File: src/shared/pam_cfg.svh
// Purpose: Named constants of the protector alarm manager.
// Assumes: A 250 MHz core clock and a 1 ms timebase tick.
// Notes: Times are in their own unit; cycle counts derive from them.
`ifndef PAM_CFG_SVH
`define PAM_CFG_SVH
`define PAM_CLK_PERIOD_NS 4
`define PAM_TICK_NS 1000000
`define PAM_TICK_CYCLES (`PAM_TICK_NS / `PAM_CLK_PERIOD_NS)
`define PAM_KEY_HOLD_MS 16'd3000
`define PAM_HOLDOFF_MS 16'd15000
`define PAM_STABLE_MS 16'd500
`define PAM_TEMP_CLR_MS 16'd5000
`define PAM_DISP_ALT_MS 16'd1000
`define PAM_ADDR_ALARM 12'h000
`define PAM_ADDR_STATUS 12'h004
`define PAM_ADDR_CLEAR 12'h008
`define PAM_ADDR_ENABLE 12'h00c
`define PAM_ADDR_CMD 12'h010
`define PAM_CMD_RESET 0
`define PAM_NUM_ALARM 7
`define PAM_NUM_MANUAL 5
`define PAM_IDX_A10 0
`define PAM_IDX_A11 1
`define PAM_IDX_A20 2
`define PAM_IDX_A21 3
`define PAM_IDX_A22 4
`define PAM_IDX_A23 5
`define PAM_IDX_A30 6
`define PAM_PROT_LOCKED 2'h2
`define PAM_CODE_NONE 8'h00
`endif

File: src/shared/pam_pkg.sv
// Purpose: Types shared by the protector alarm manager.
// Assumes: Condition inputs come from comparators already synchronous to core_clk.
// Notes: Alarm codes are the displayed numbers in two hex digits.
package pam_pkg;
  typedef struct packed {
    logic abnVolt;
    logic abnCurr;
    logic overVolt;
    logic overVoltGone;
    logic underVolt;
    logic underVoltGone;
    logic overCurr;
    logic overCurrGone;
    logic runTimeUp;
    logic overTemp;
    logic overTempGone;
  } pam_cond_s;
  typedef struct packed {
    logic [1:0] protLevel;
    logic clrItemSel;
    logic modeKey;
    logic yesShown;
  } pam_ui_s;
  typedef enum logic [1:0] {
    CLR_IDLE = 2'b01,
    CLR_ASK = 2'b10
  } pam_clr_e;
  typedef logic [7:0] pam_code_t;
  localparam pam_code_t PAM_CODES [0:6] = '{8'h10, 8'h11, 8'h20, 8'h21, 8'h22, 8'h23, 8'h30};
endpackage : pam_pkg

File: src/logic/pam_alarm_manager.sv
// Purpose: Alarm latching, reset acceptance, output control and display ranking.
// Assumes: APB slave with one wait state; condition inputs synchronous to core_clk.
// Notes: All hold-off and stability timers share one 1 ms timebase.
//
// Our own choices: the APB slave port and the placing of the registers.
`timescale 1ns/10ps
`default_nettype none
`include "pam_cfg.svh"
module pam_alarm_manager
  import pam_pkg::*;
#(
  parameter int TICK_CYCLES = `PAM_TICK_CYCLES
) (
  input wire logic core_clk,
  input wire logic rst_n,
  input wire logic psel,
  input wire logic penable,
  input wire logic pwrite,
  input wire logic [11:0] paddr,
  input wire logic [31:0] pwdata,
  output logic [31:0] prdata,
  output logic pready,
  output logic pslverr,
  output logic irq,
  input wire pam_cond_s cond,
  input wire pam_ui_s ui,
  input wire logic resetKey,
  input wire logic powerUp,
  input wire logic settingEnter,
  input wire logic [1:0] nvTrip,
  output logic [1:0] tripHold,
  output logic [3:0] branchOn,
  output logic tripIndicatorOutput,
  output logic alarmIndicatorOutput,
  output logic overtempIndicatorOutput,
  output logic runMode,
  output logic runtimeClearItem,
  output logic yesNoShown,
  output logic [7:0] dispCode,
  output logic dispShowValue
);
  localparam int NA = `PAM_NUM_ALARM;
  localparam int NM = `PAM_NUM_MANUAL;

  // ----------------------------------------------------------------
  // Timebase and reset requests
  // ----------------------------------------------------------------
  logic [17:0] tickCnt, next_tickCnt;
  logic tick, next_tick;
  logic [15:0] keyCnt, next_keyCnt;
  logic keyFire, next_keyFire;
  logic cmdReset;

  always_comb begin
    next_tick = 1'b0;
    next_tickCnt = tickCnt + 18'h00001;
    if (tickCnt == 18'(TICK_CYCLES - 1)) begin
      next_tickCnt = '0;
      next_tick = 1'b1;
    end
    next_keyCnt = keyCnt;
    next_keyFire = 1'b0;
    if (!resetKey) begin
      next_keyCnt = '0;
    end else if (tick && keyCnt != `PAM_KEY_HOLD_MS) begin
      next_keyCnt = keyCnt + 16'h0001;
      // One request per continuous hold, fired as the hold reaches 3 s.
      next_keyFire = (keyCnt + 16'h0001) == `PAM_KEY_HOLD_MS;
    end
  end

  always_ff @(posedge core_clk or negedge rst_n) begin
    if (!rst_n) begin
      tickCnt <= '0;
      tick <= 1'b0;
      keyCnt <= '0;
      keyFire <= 1'b0;
    end else begin
      tickCnt <= next_tickCnt;
      tick <= next_tick;
      keyCnt <= next_keyCnt;
      keyFire <= next_keyFire;
    end
  end

  wire resetReq = keyFire | cmdReset;

  // ----------------------------------------------------------------
  // Manually reset alarms: trips, overvoltage, undervoltage, overcurrent
  // ----------------------------------------------------------------
  logic [NM-1:0] cause, okNow, isTrip;
  logic [NM-1:0] latch, next_latch, eligible;
  logic [15:0] holdCnt [NM], next_holdCnt [NM];
  logic [15:0] stabCnt [NM], next_stabCnt [NM];
  logic booted;

  always_comb begin
    cause = {cond.overCurr, cond.underVolt, cond.overVolt, cond.abnCurr, cond.abnVolt};
    okNow = {cond.overCurrGone, cond.underVoltGone, cond.overVoltGone, ~cond.abnCurr, ~cond.abnVolt};
    isTrip = 5'b00011;
    for (int i = 0; i < NM; i++) begin
      next_latch[i] = latch[i];
      next_holdCnt[i] = holdCnt[i];
      next_stabCnt[i] = stabCnt[i];
      // Hold-off runs from the moment of the alarm or cutoff.
      if (latch[i] && tick && holdCnt[i] != `PAM_HOLDOFF_MS) begin
        next_holdCnt[i] = holdCnt[i] + 16'h0001;
      end
      // The stability window only opens once the hold-off has ended.
      if (!okNow[i] || holdCnt[i] != `PAM_HOLDOFF_MS) begin
        next_stabCnt[i] = '0;
      end else if (tick && stabCnt[i] != `PAM_STABLE_MS) begin
        next_stabCnt[i] = stabCnt[i] + 16'h0001;
      end
      eligible[i] = latch[i] && holdCnt[i] == `PAM_HOLDOFF_MS &&
                    (isTrip[i] ? okNow[i] : stabCnt[i] == `PAM_STABLE_MS);
      // Ineligible requests leave the latch untouched.
      if (resetReq && eligible[i]) begin
        next_latch[i] = 1'b0;
      end
      if (powerUp && !isTrip[i] && !cause[i]) begin
        next_latch[i] = 1'b0;
      end
      if (!booted && i < 2) begin
        next_latch[i] = next_latch[i] | nvTrip[i[0]];
      end
      // A new cause always wins over a clear in the same cycle.
      if (cause[i]) begin
        next_latch[i] = 1'b1;
      end
      if (next_latch[i] && !latch[i]) begin
        next_holdCnt[i] = '0;
        next_stabCnt[i] = '0;
      end
    end
  end

  always_ff @(posedge core_clk or negedge rst_n) begin
    if (!rst_n) begin
      latch <= '0;
      booted <= 1'b0;
      for (int i = 0; i < NM; i++) begin
        holdCnt[i] <= '0;
        stabCnt[i] <= '0;
      end
    end else begin
      latch <= next_latch;
      booted <= 1'b1;
      for (int i = 0; i < NM; i++) begin
        holdCnt[i] <= next_holdCnt[i];
        stabCnt[i] <= next_stabCnt[i];
      end
    end
  end

  // ----------------------------------------------------------------
  // Run-time clear item and over-temperature
  // ----------------------------------------------------------------
  pam_clr_e clrState, next_clrState;
  logic rtLatch, next_rtLatch, rtClear;
  logic tmpLatch, next_tmpLatch;
  logic [15:0] tmpCnt, next_tmpCnt;
  wire itemVisible = ui.protLevel != `PAM_PROT_LOCKED;

  always_comb begin
    next_clrState = clrState;
    rtClear = 1'b0;
    unique case (clrState)
      CLR_IDLE: begin
        if (itemVisible && ui.clrItemSel && ui.modeKey) begin
          next_clrState = CLR_ASK;
        end
      end
      CLR_ASK: begin
        if (!itemVisible || !ui.clrItemSel) begin
          next_clrState = CLR_IDLE;
        end else if (ui.modeKey) begin
          rtClear = ui.yesShown;
          next_clrState = CLR_IDLE;
        end
      end
      default: next_clrState = CLR_IDLE;
    endcase
    next_rtLatch = (rtLatch && !rtClear) || cond.runTimeUp;
    next_tmpCnt = '0;
    if (cond.overTempGone && tmpLatch) begin
      next_tmpCnt = tick ? tmpCnt + 16'h0001 : tmpCnt;
    end
    next_tmpLatch = tmpLatch;
    if (next_tmpCnt == `PAM_TEMP_CLR_MS) begin
      next_tmpLatch = 1'b0;
      next_tmpCnt = '0;
    end
    if (cond.overTemp) begin
      next_tmpLatch = 1'b1;
    end
  end

  always_ff @(posedge core_clk or negedge rst_n) begin
    if (!rst_n) begin
      clrState <= CLR_IDLE;
      rtLatch <= 1'b0;
      tmpLatch <= 1'b0;
      tmpCnt <= '0;
    end else begin
      clrState <= next_clrState;
      rtLatch <= next_rtLatch;
      tmpLatch <= next_tmpLatch;
      tmpCnt <= next_tmpCnt;
    end
  end

  // ----------------------------------------------------------------
  // Outputs, run mode and alarm display
  // ----------------------------------------------------------------
  logic [NA-1:0] alarms;
  logic [7:0] next_dispCode;
  logic [15:0] altCnt, next_altCnt;
  logic altPhase, next_altPhase;
  logic next_runMode, anyAccepted;

  always_comb begin
    alarms = {tmpLatch, rtLatch, latch};
    next_dispCode = `PAM_CODE_NONE;
    for (int i = NA - 1; i >= 0; i--) begin
      if (alarms[i]) begin
        next_dispCode = PAM_CODES[i];
      end
    end
    next_altCnt = altCnt;
    next_altPhase = altPhase;
    if (alarms == '0) begin
      next_altCnt = '0;
      next_altPhase = 1'b0;
    end else if (tick) begin
      next_altCnt = altCnt + 16'h0001;
      if (next_altCnt == `PAM_DISP_ALT_MS) begin
        next_altCnt = '0;
        next_altPhase = ~altPhase;
      end
    end
    anyAccepted = (resetReq && (eligible != '0)) || rtClear;
    next_runMode = runMode;
    if (settingEnter) begin
      next_runMode = 1'b0;
    end
    if (anyAccepted) begin
      next_runMode = 1'b1;
    end
  end

  always_ff @(posedge core_clk or negedge rst_n) begin
    if (!rst_n) begin
      dispCode <= `PAM_CODE_NONE;
      altCnt <= '0;
      altPhase <= 1'b0;
      dispShowValue <= 1'b0;
      runMode <= 1'b1;
      tripHold <= '0;
      branchOn <= '0;
      tripIndicatorOutput <= 1'b0;
      alarmIndicatorOutput <= 1'b0;
      overtempIndicatorOutput <= 1'b0;
      runtimeClearItem <= 1'b0;
      yesNoShown <= 1'b0;
    end else begin
      dispCode <= next_dispCode;
      altCnt <= next_altCnt;
      altPhase <= next_altPhase;
      dispShowValue <= next_altPhase;
      runMode <= next_runMode;
      tripHold <= next_latch[1:0];
      branchOn <= {4{~|next_latch[1:0]}};
      tripIndicatorOutput <= ~|next_latch[1:0];
      alarmIndicatorOutput <= ~(|next_latch[4:2] | next_rtLatch);
      overtempIndicatorOutput <= ~next_tmpLatch;
      runtimeClearItem <= itemVisible;
      yesNoShown <= next_clrState == CLR_ASK;
    end
  end

  // ----------------------------------------------------------------
  // APB slave and interrupt
  // ----------------------------------------------------------------
  logic [NA-1:0] status, next_status, enable, next_enable, prevAlarms;
  logic [31:0] next_prdata;
  logic next_pready, next_pslverr, next_irq, mapped;
  wire wrDone = psel && penable && pready && pwrite;

  always_comb begin
    unique case (paddr)
      `PAM_ADDR_ALARM: begin
        mapped = 1'b1;
        next_prdata = {17'h00000, dispCode, alarms};
      end
      `PAM_ADDR_STATUS: begin
        mapped = 1'b1;
        next_prdata = {25'h0000000, status};
      end
      `PAM_ADDR_ENABLE: begin
        mapped = 1'b1;
        next_prdata = {25'h0000000, enable};
      end
      `PAM_ADDR_CLEAR, `PAM_ADDR_CMD: begin
        mapped = 1'b1;
        next_prdata = '0;
      end
      default: begin
        mapped = 1'b0;
        next_prdata = '0;
      end
    endcase
    next_pready = psel && penable && !pready;
    next_pslverr = next_pready && !mapped;
    cmdReset = wrDone && paddr == `PAM_ADDR_CMD && pwdata[`PAM_CMD_RESET];
    next_enable = enable;
    if (wrDone && paddr == `PAM_ADDR_ENABLE) begin
      next_enable = pwdata[NA-1:0];
    end
    next_status = status;
    if (wrDone && paddr == `PAM_ADDR_CLEAR) begin
      next_status = status & ~pwdata[NA-1:0];
    end
    // New alarm events set status after the clear, so none is lost.
    next_status = next_status | (alarms & ~prevAlarms);
    next_irq = |(next_status & next_enable);
  end

  always_ff @(posedge core_clk or negedge rst_n) begin
    if (!rst_n) begin
      prdata <= '0;
      pready <= 1'b0;
      pslverr <= 1'b0;
      irq <= 1'b0;
      status <= '0;
      enable <= '0;
      prevAlarms <= '0;
    end else begin
      prdata <= next_pready ? next_prdata : '0;
      pready <= next_pready;
      pslverr <= next_pslverr;
      irq <= next_irq;
      status <= next_status;
      enable <= next_enable;
      prevAlarms <= alarms;
    end
  end
endmodule : pam_alarm_manager
`default_nettype wire

File: config.mk
export PLATFORM = sky130hd
export DESIGN_NAME = pam_alarm_manager
export DESIGN_NICKNAME = d
export VERILOG_FILES = /design/src/shared/pam_pkg.sv /design/src/logic/pam_alarm_manager.sv
export VERILOG_INCLUDE_DIRS = /design/src /design/src/shared
export SDC_FILE = /design/constraint.sdc
export NUM_CORES = 1
export LEC_CHECK = 0
export ABC_CLOCK_PERIOD_IN_PS = 3300
export BUFFER_PORTS_ARGS = -buffer_cell sky130_fd_sc_hd__buf_2
export CORE_MARGIN = 2
export CORE_UTILIZATION = 50
export DETAILED_ROUTE_END_ITERATION = 8
export GPL_TIMING_DRIVEN = 0
export PLACE_DENSITY = 0.69
export SLEW_MARGIN = 20
export SYNTH_ARGS = -nofsm -noshare
export SYNTH_HDL_FRONTEND = slang
export SYNTH_SLANG_ARGS = --single-unit
File: constraint.sdc
create_clock -name core_clk -period 3.3 [get_ports core_clk]
set_input_delay 0.495 -clock core_clk [delete_from_list [all_inputs] [get_ports core_clk]]
set_output_delay 0.495 -clock core_clk [all_outputs]
set_load 0.02 [all_outputs]
==> summary.md <==
| Metric | Value |
|---|---|
| Peak supply drop | `0.4684 mV` |
| Min Tclk post-route | `2.917 ns` |
| Worst-margin pin slew | `just under 0.7 ns` |
| Skew final | `0.02188 ns` |
| WL met3 | `1087 µm` |
| Post-synth top area share | `48.90%` |
| Critical path's top delay family | `buffers and inverters` |
| Initial antenna violation count | `1` |
| PostCTS Resize Cnt | `0` |
| Final-layout fill cell count | `2163` |
| Syn Inst Count | `~1300` |
| Starting Density | `50.80%` |
| Final worst path period share | `88.39%` |
| ANT cells | `0` |
| RSZ-0062 raised after global routing | `false` |
| Die height | `164.0 µm` |
| Final setup margin | `between 0.3 and 0.4 ns` |
| Number of max-cap violations | `0` |
| Finished Cell Area | `approximately 15000 µm²` |
| TritonCTS Buffers | `28` |
| CTS tree | `yes` |
| Buf/Inv on CP | `3` |
| Yosys top cell by area | `dfrtp_1` |
| Clock root cell | `clkbuf_16` |
| Layout cell share with drive strength beyond 1 | `12.53%` |
| Final ANT Viol Nets | `0` |
| Largest net degree at the start of global routing | `between 70 and 80` |
| Max incr delay on CP | `roughly 0.52 ns` |
| Residual overflow from global routing | `0` |
| Relative slew slack | `54.66%` |
| First-pass GRT wire length | `about 46000 µm` |
| Drt pass-1 iters | `5` |
| Total number of vias | `about 10000` |
| Clk buf depth | `3` |
| Clk Latency, worst-skew pair | `0.55 ns` |
| Worst hold start | `ui[4]` |
| Final net count | `around 1600` |
| Critical path peak fanout | `19` |
| Status | `complete, no violations` |
| DP Cell Count | `about 1800` |
| Hold slack final | `0.1855 ns` |
| Synth area leaders | `dfrtp_1 (49%), xor2_1 (7.5%), nor2_1 (6.6%)` |
| Via density | `~5.3` |
| CP max stage cell | `clkbuf_1` |
| Ys flop type | `dfrtp_1` |
| Arr. time, crit path | `3.31 ns` |
| Pre-CTS setup slack | `-0.1034 ns` |
| Wl on met1 | `12590 µm` |
| Die area | `26880 µm²` |
| R2r startpoint | `tick` |
| Worst-path clk slew | `~0.07 ns` |
| Total wire length | `26640 µm` |
| Pins Over Slew Limit | `0` |
| Vias in the first global route | `between 9000 and 10000` |
| Yosys warns | `0` |
| Post-synth cell types | `64` |
| CP Capture Type | `flip-flop` |
| Port bufs | `75` |
| Reg2reg end | `keyFire` |
| Wirelength per Cell | `14.62 µm` |
| Setup TNS Final | `0 ns` |
| DRC | `0` |
| # IOs | `~130` |
| Async set-reset flop share out of synthesis | `100.0%` |
| Setup CP Type | `flip-flop to flip-flop` |
| HP Class | `input pin to flip-flop` |
| Worst-path cell chain | `buf_2, clkbuf_1, clkbuf_1, nand4_1, a21oi_1, nand4_1, nor3_1` |
| Syn-to-layout area delta | `15.59%` |
| Htree depth | `1` |
| Post-synth EDFFs | `0` |
| Startpoint types | `flip-flop` |
| FP Rows | `between 50 and 60` |
| Register area share after synthesis | `49.31%` |
| LEAKAGE | `6.597 nW` |
| Final hold violation count | `0` |
| Mapped Area | `12790 µm²` |
| Sum of net half-perimeters after detailed placement | `18900 µm` |
| Post-route insts no fill | `1822` |
| Initial DRC Count | `653` |
| Register-to-Register Path Depth | `7` |
| Hold endpoint | `runtimeClearItem` |
| Placed Instance Area | `13760 µm²` |
| GRT Total Usage | `20.41%` |
| Final-report setup violation count | `0` |
| Syn_area_per_cell | `9.547 µm²` |
| WL met2 | `approximately 12000 µm` |
| Cell with the most instances after synthesis | `dfrtp_1` |
| Die X-Extent | `164.0 µm` |
| Synth cell count leaders | `dfrtp_1 (250), nor2_1 (224), xor2_1 (109), nand2_1 (105), nand3_1 (68)` |
| Placeable core area | `25180 µm²` |
| Fmax achieved | `0.3428 GHz` |
| Final RePlAce weighted congestion | `0.8266` |
| Setup bufs post-CTS | `0` |
| Hold path cells | `2` |
| CTS sink cnt | `252` |
| Critical Path RT | `between 3 and 4 ns` |
| #FFs+latches synth | `252` |
| Top layer in use | `met4` |
| Total power density per cell area | `468.0 nW/µm²` |
| FF-to-FF setup slack | `0.38 ns` |
what timing repair did:
item                                    in CTS  in global routing
hold buffers                                 1                  0
endpoints found under the hold margin       58                  0
endpoints found under the setup margin       1                  0
registers in the layout (all words and copies together) (netlist names), 2 cells and up:
name	cells
altCnt	16
prevAlarms	7
status	7
tickCnt	18
enable	7
clrState	2
stabCnt	48
tmpCnt	16
prdata	11
dispCode	4
keyCnt	16
holdCnt	80
latch	4
kinds of logic (layout without fill, tap and decap cells):
logic type,Yosys count,in the layout,share of synthesized area (%)
fa+ha+maj,24,24,2.347
simple gates,646,646,25.36
xor+xnor,167,167,11.43
mux,19,19,1.565
other cells,2,26,0.05870
flops,252,252,49.31
compound gates,116,116,5.633
buf+inv,114,242,4.293
power breakdown:
| group | leakage [nW] | switching [W] | total, W | internal [W] |
|---|---|---|---|---|
| Sequential | 3.35 | 0.0000552 | 0.00321 | 0.00315 |
| Clock | 0.488 | 0.00129 | 0.00338 | 0.00209 |
| Combinational | 2.76 | 0.000211 | 0.000336 | 0.000125 |
worst max path at each step:
stage / startpoint / endpoint / slack [ns] / cells past startpoint
floorplan: paddr[9] / irq / 0.71 / 7
global placement: rst_n / keyCnt[8] / -2.76 / 1
detailed placement: tick / keyFire / -0.10 / 8
CTS: tick / keyFire / 0.34 / 7
global route: tick / keyFire / 0.15 / 7
finish: tick / keyFire / 0.38 / 7
area by class of cell:
class	instances	area (µm²)	share of cell area, %
clock inverter	18	265.3	1.794
multi-input combinational	998	6032	40.79
sequential	252	6309	42.66
inverter	44	165.2	1.117
buffer	69	380.4	2.572
timing repair buffer	79	478.0	3.232
tap	330	412.9	2.792
clock buffer	32	745.7	5.043
cells in the final DEF, fill, tap and decap left out, drive strengths merged, types with 45 or more instances in the layout:
master / instances
dfrtp: 250
clkbuf: 67
xor2: 109
nand4: 64
xnor2: 58
nand3: 68
nor2: 224
buf: 112
inv: 45
nand2: 105
worst register-to-register path: stages, from the launching register on:
cell	delay [ns]
dfrtp_1	0.42
buf_2	0.46
clkbuf_1	0.53
clkbuf_1	0.50
nand4_1	0.15
a21oi_1	0.15
nand4_1	0.10
nor3_1	0.45
metrics by stage:
stage | util, % | total power (W)
6_report | 58.73 | 0.006921
5_1_grt | 58.73 | 0.007171
4_1_cts | 58.70 | 0.007002
3_5_place_dp | 54.66 | 0.003600
3_3_place_gp | 54.29 | 0.003570
2_1_floorplan | - | 0.003432
metal layers:
layer  global-route usage, %  vias to the layer above
met5                       0                        -
met1                   28.85                     4693
met2                   33.46                      185
li1                        -                     4800
met4                   4.426                        0
met3                   3.131                       40
(Power assumes the default switching activity.)
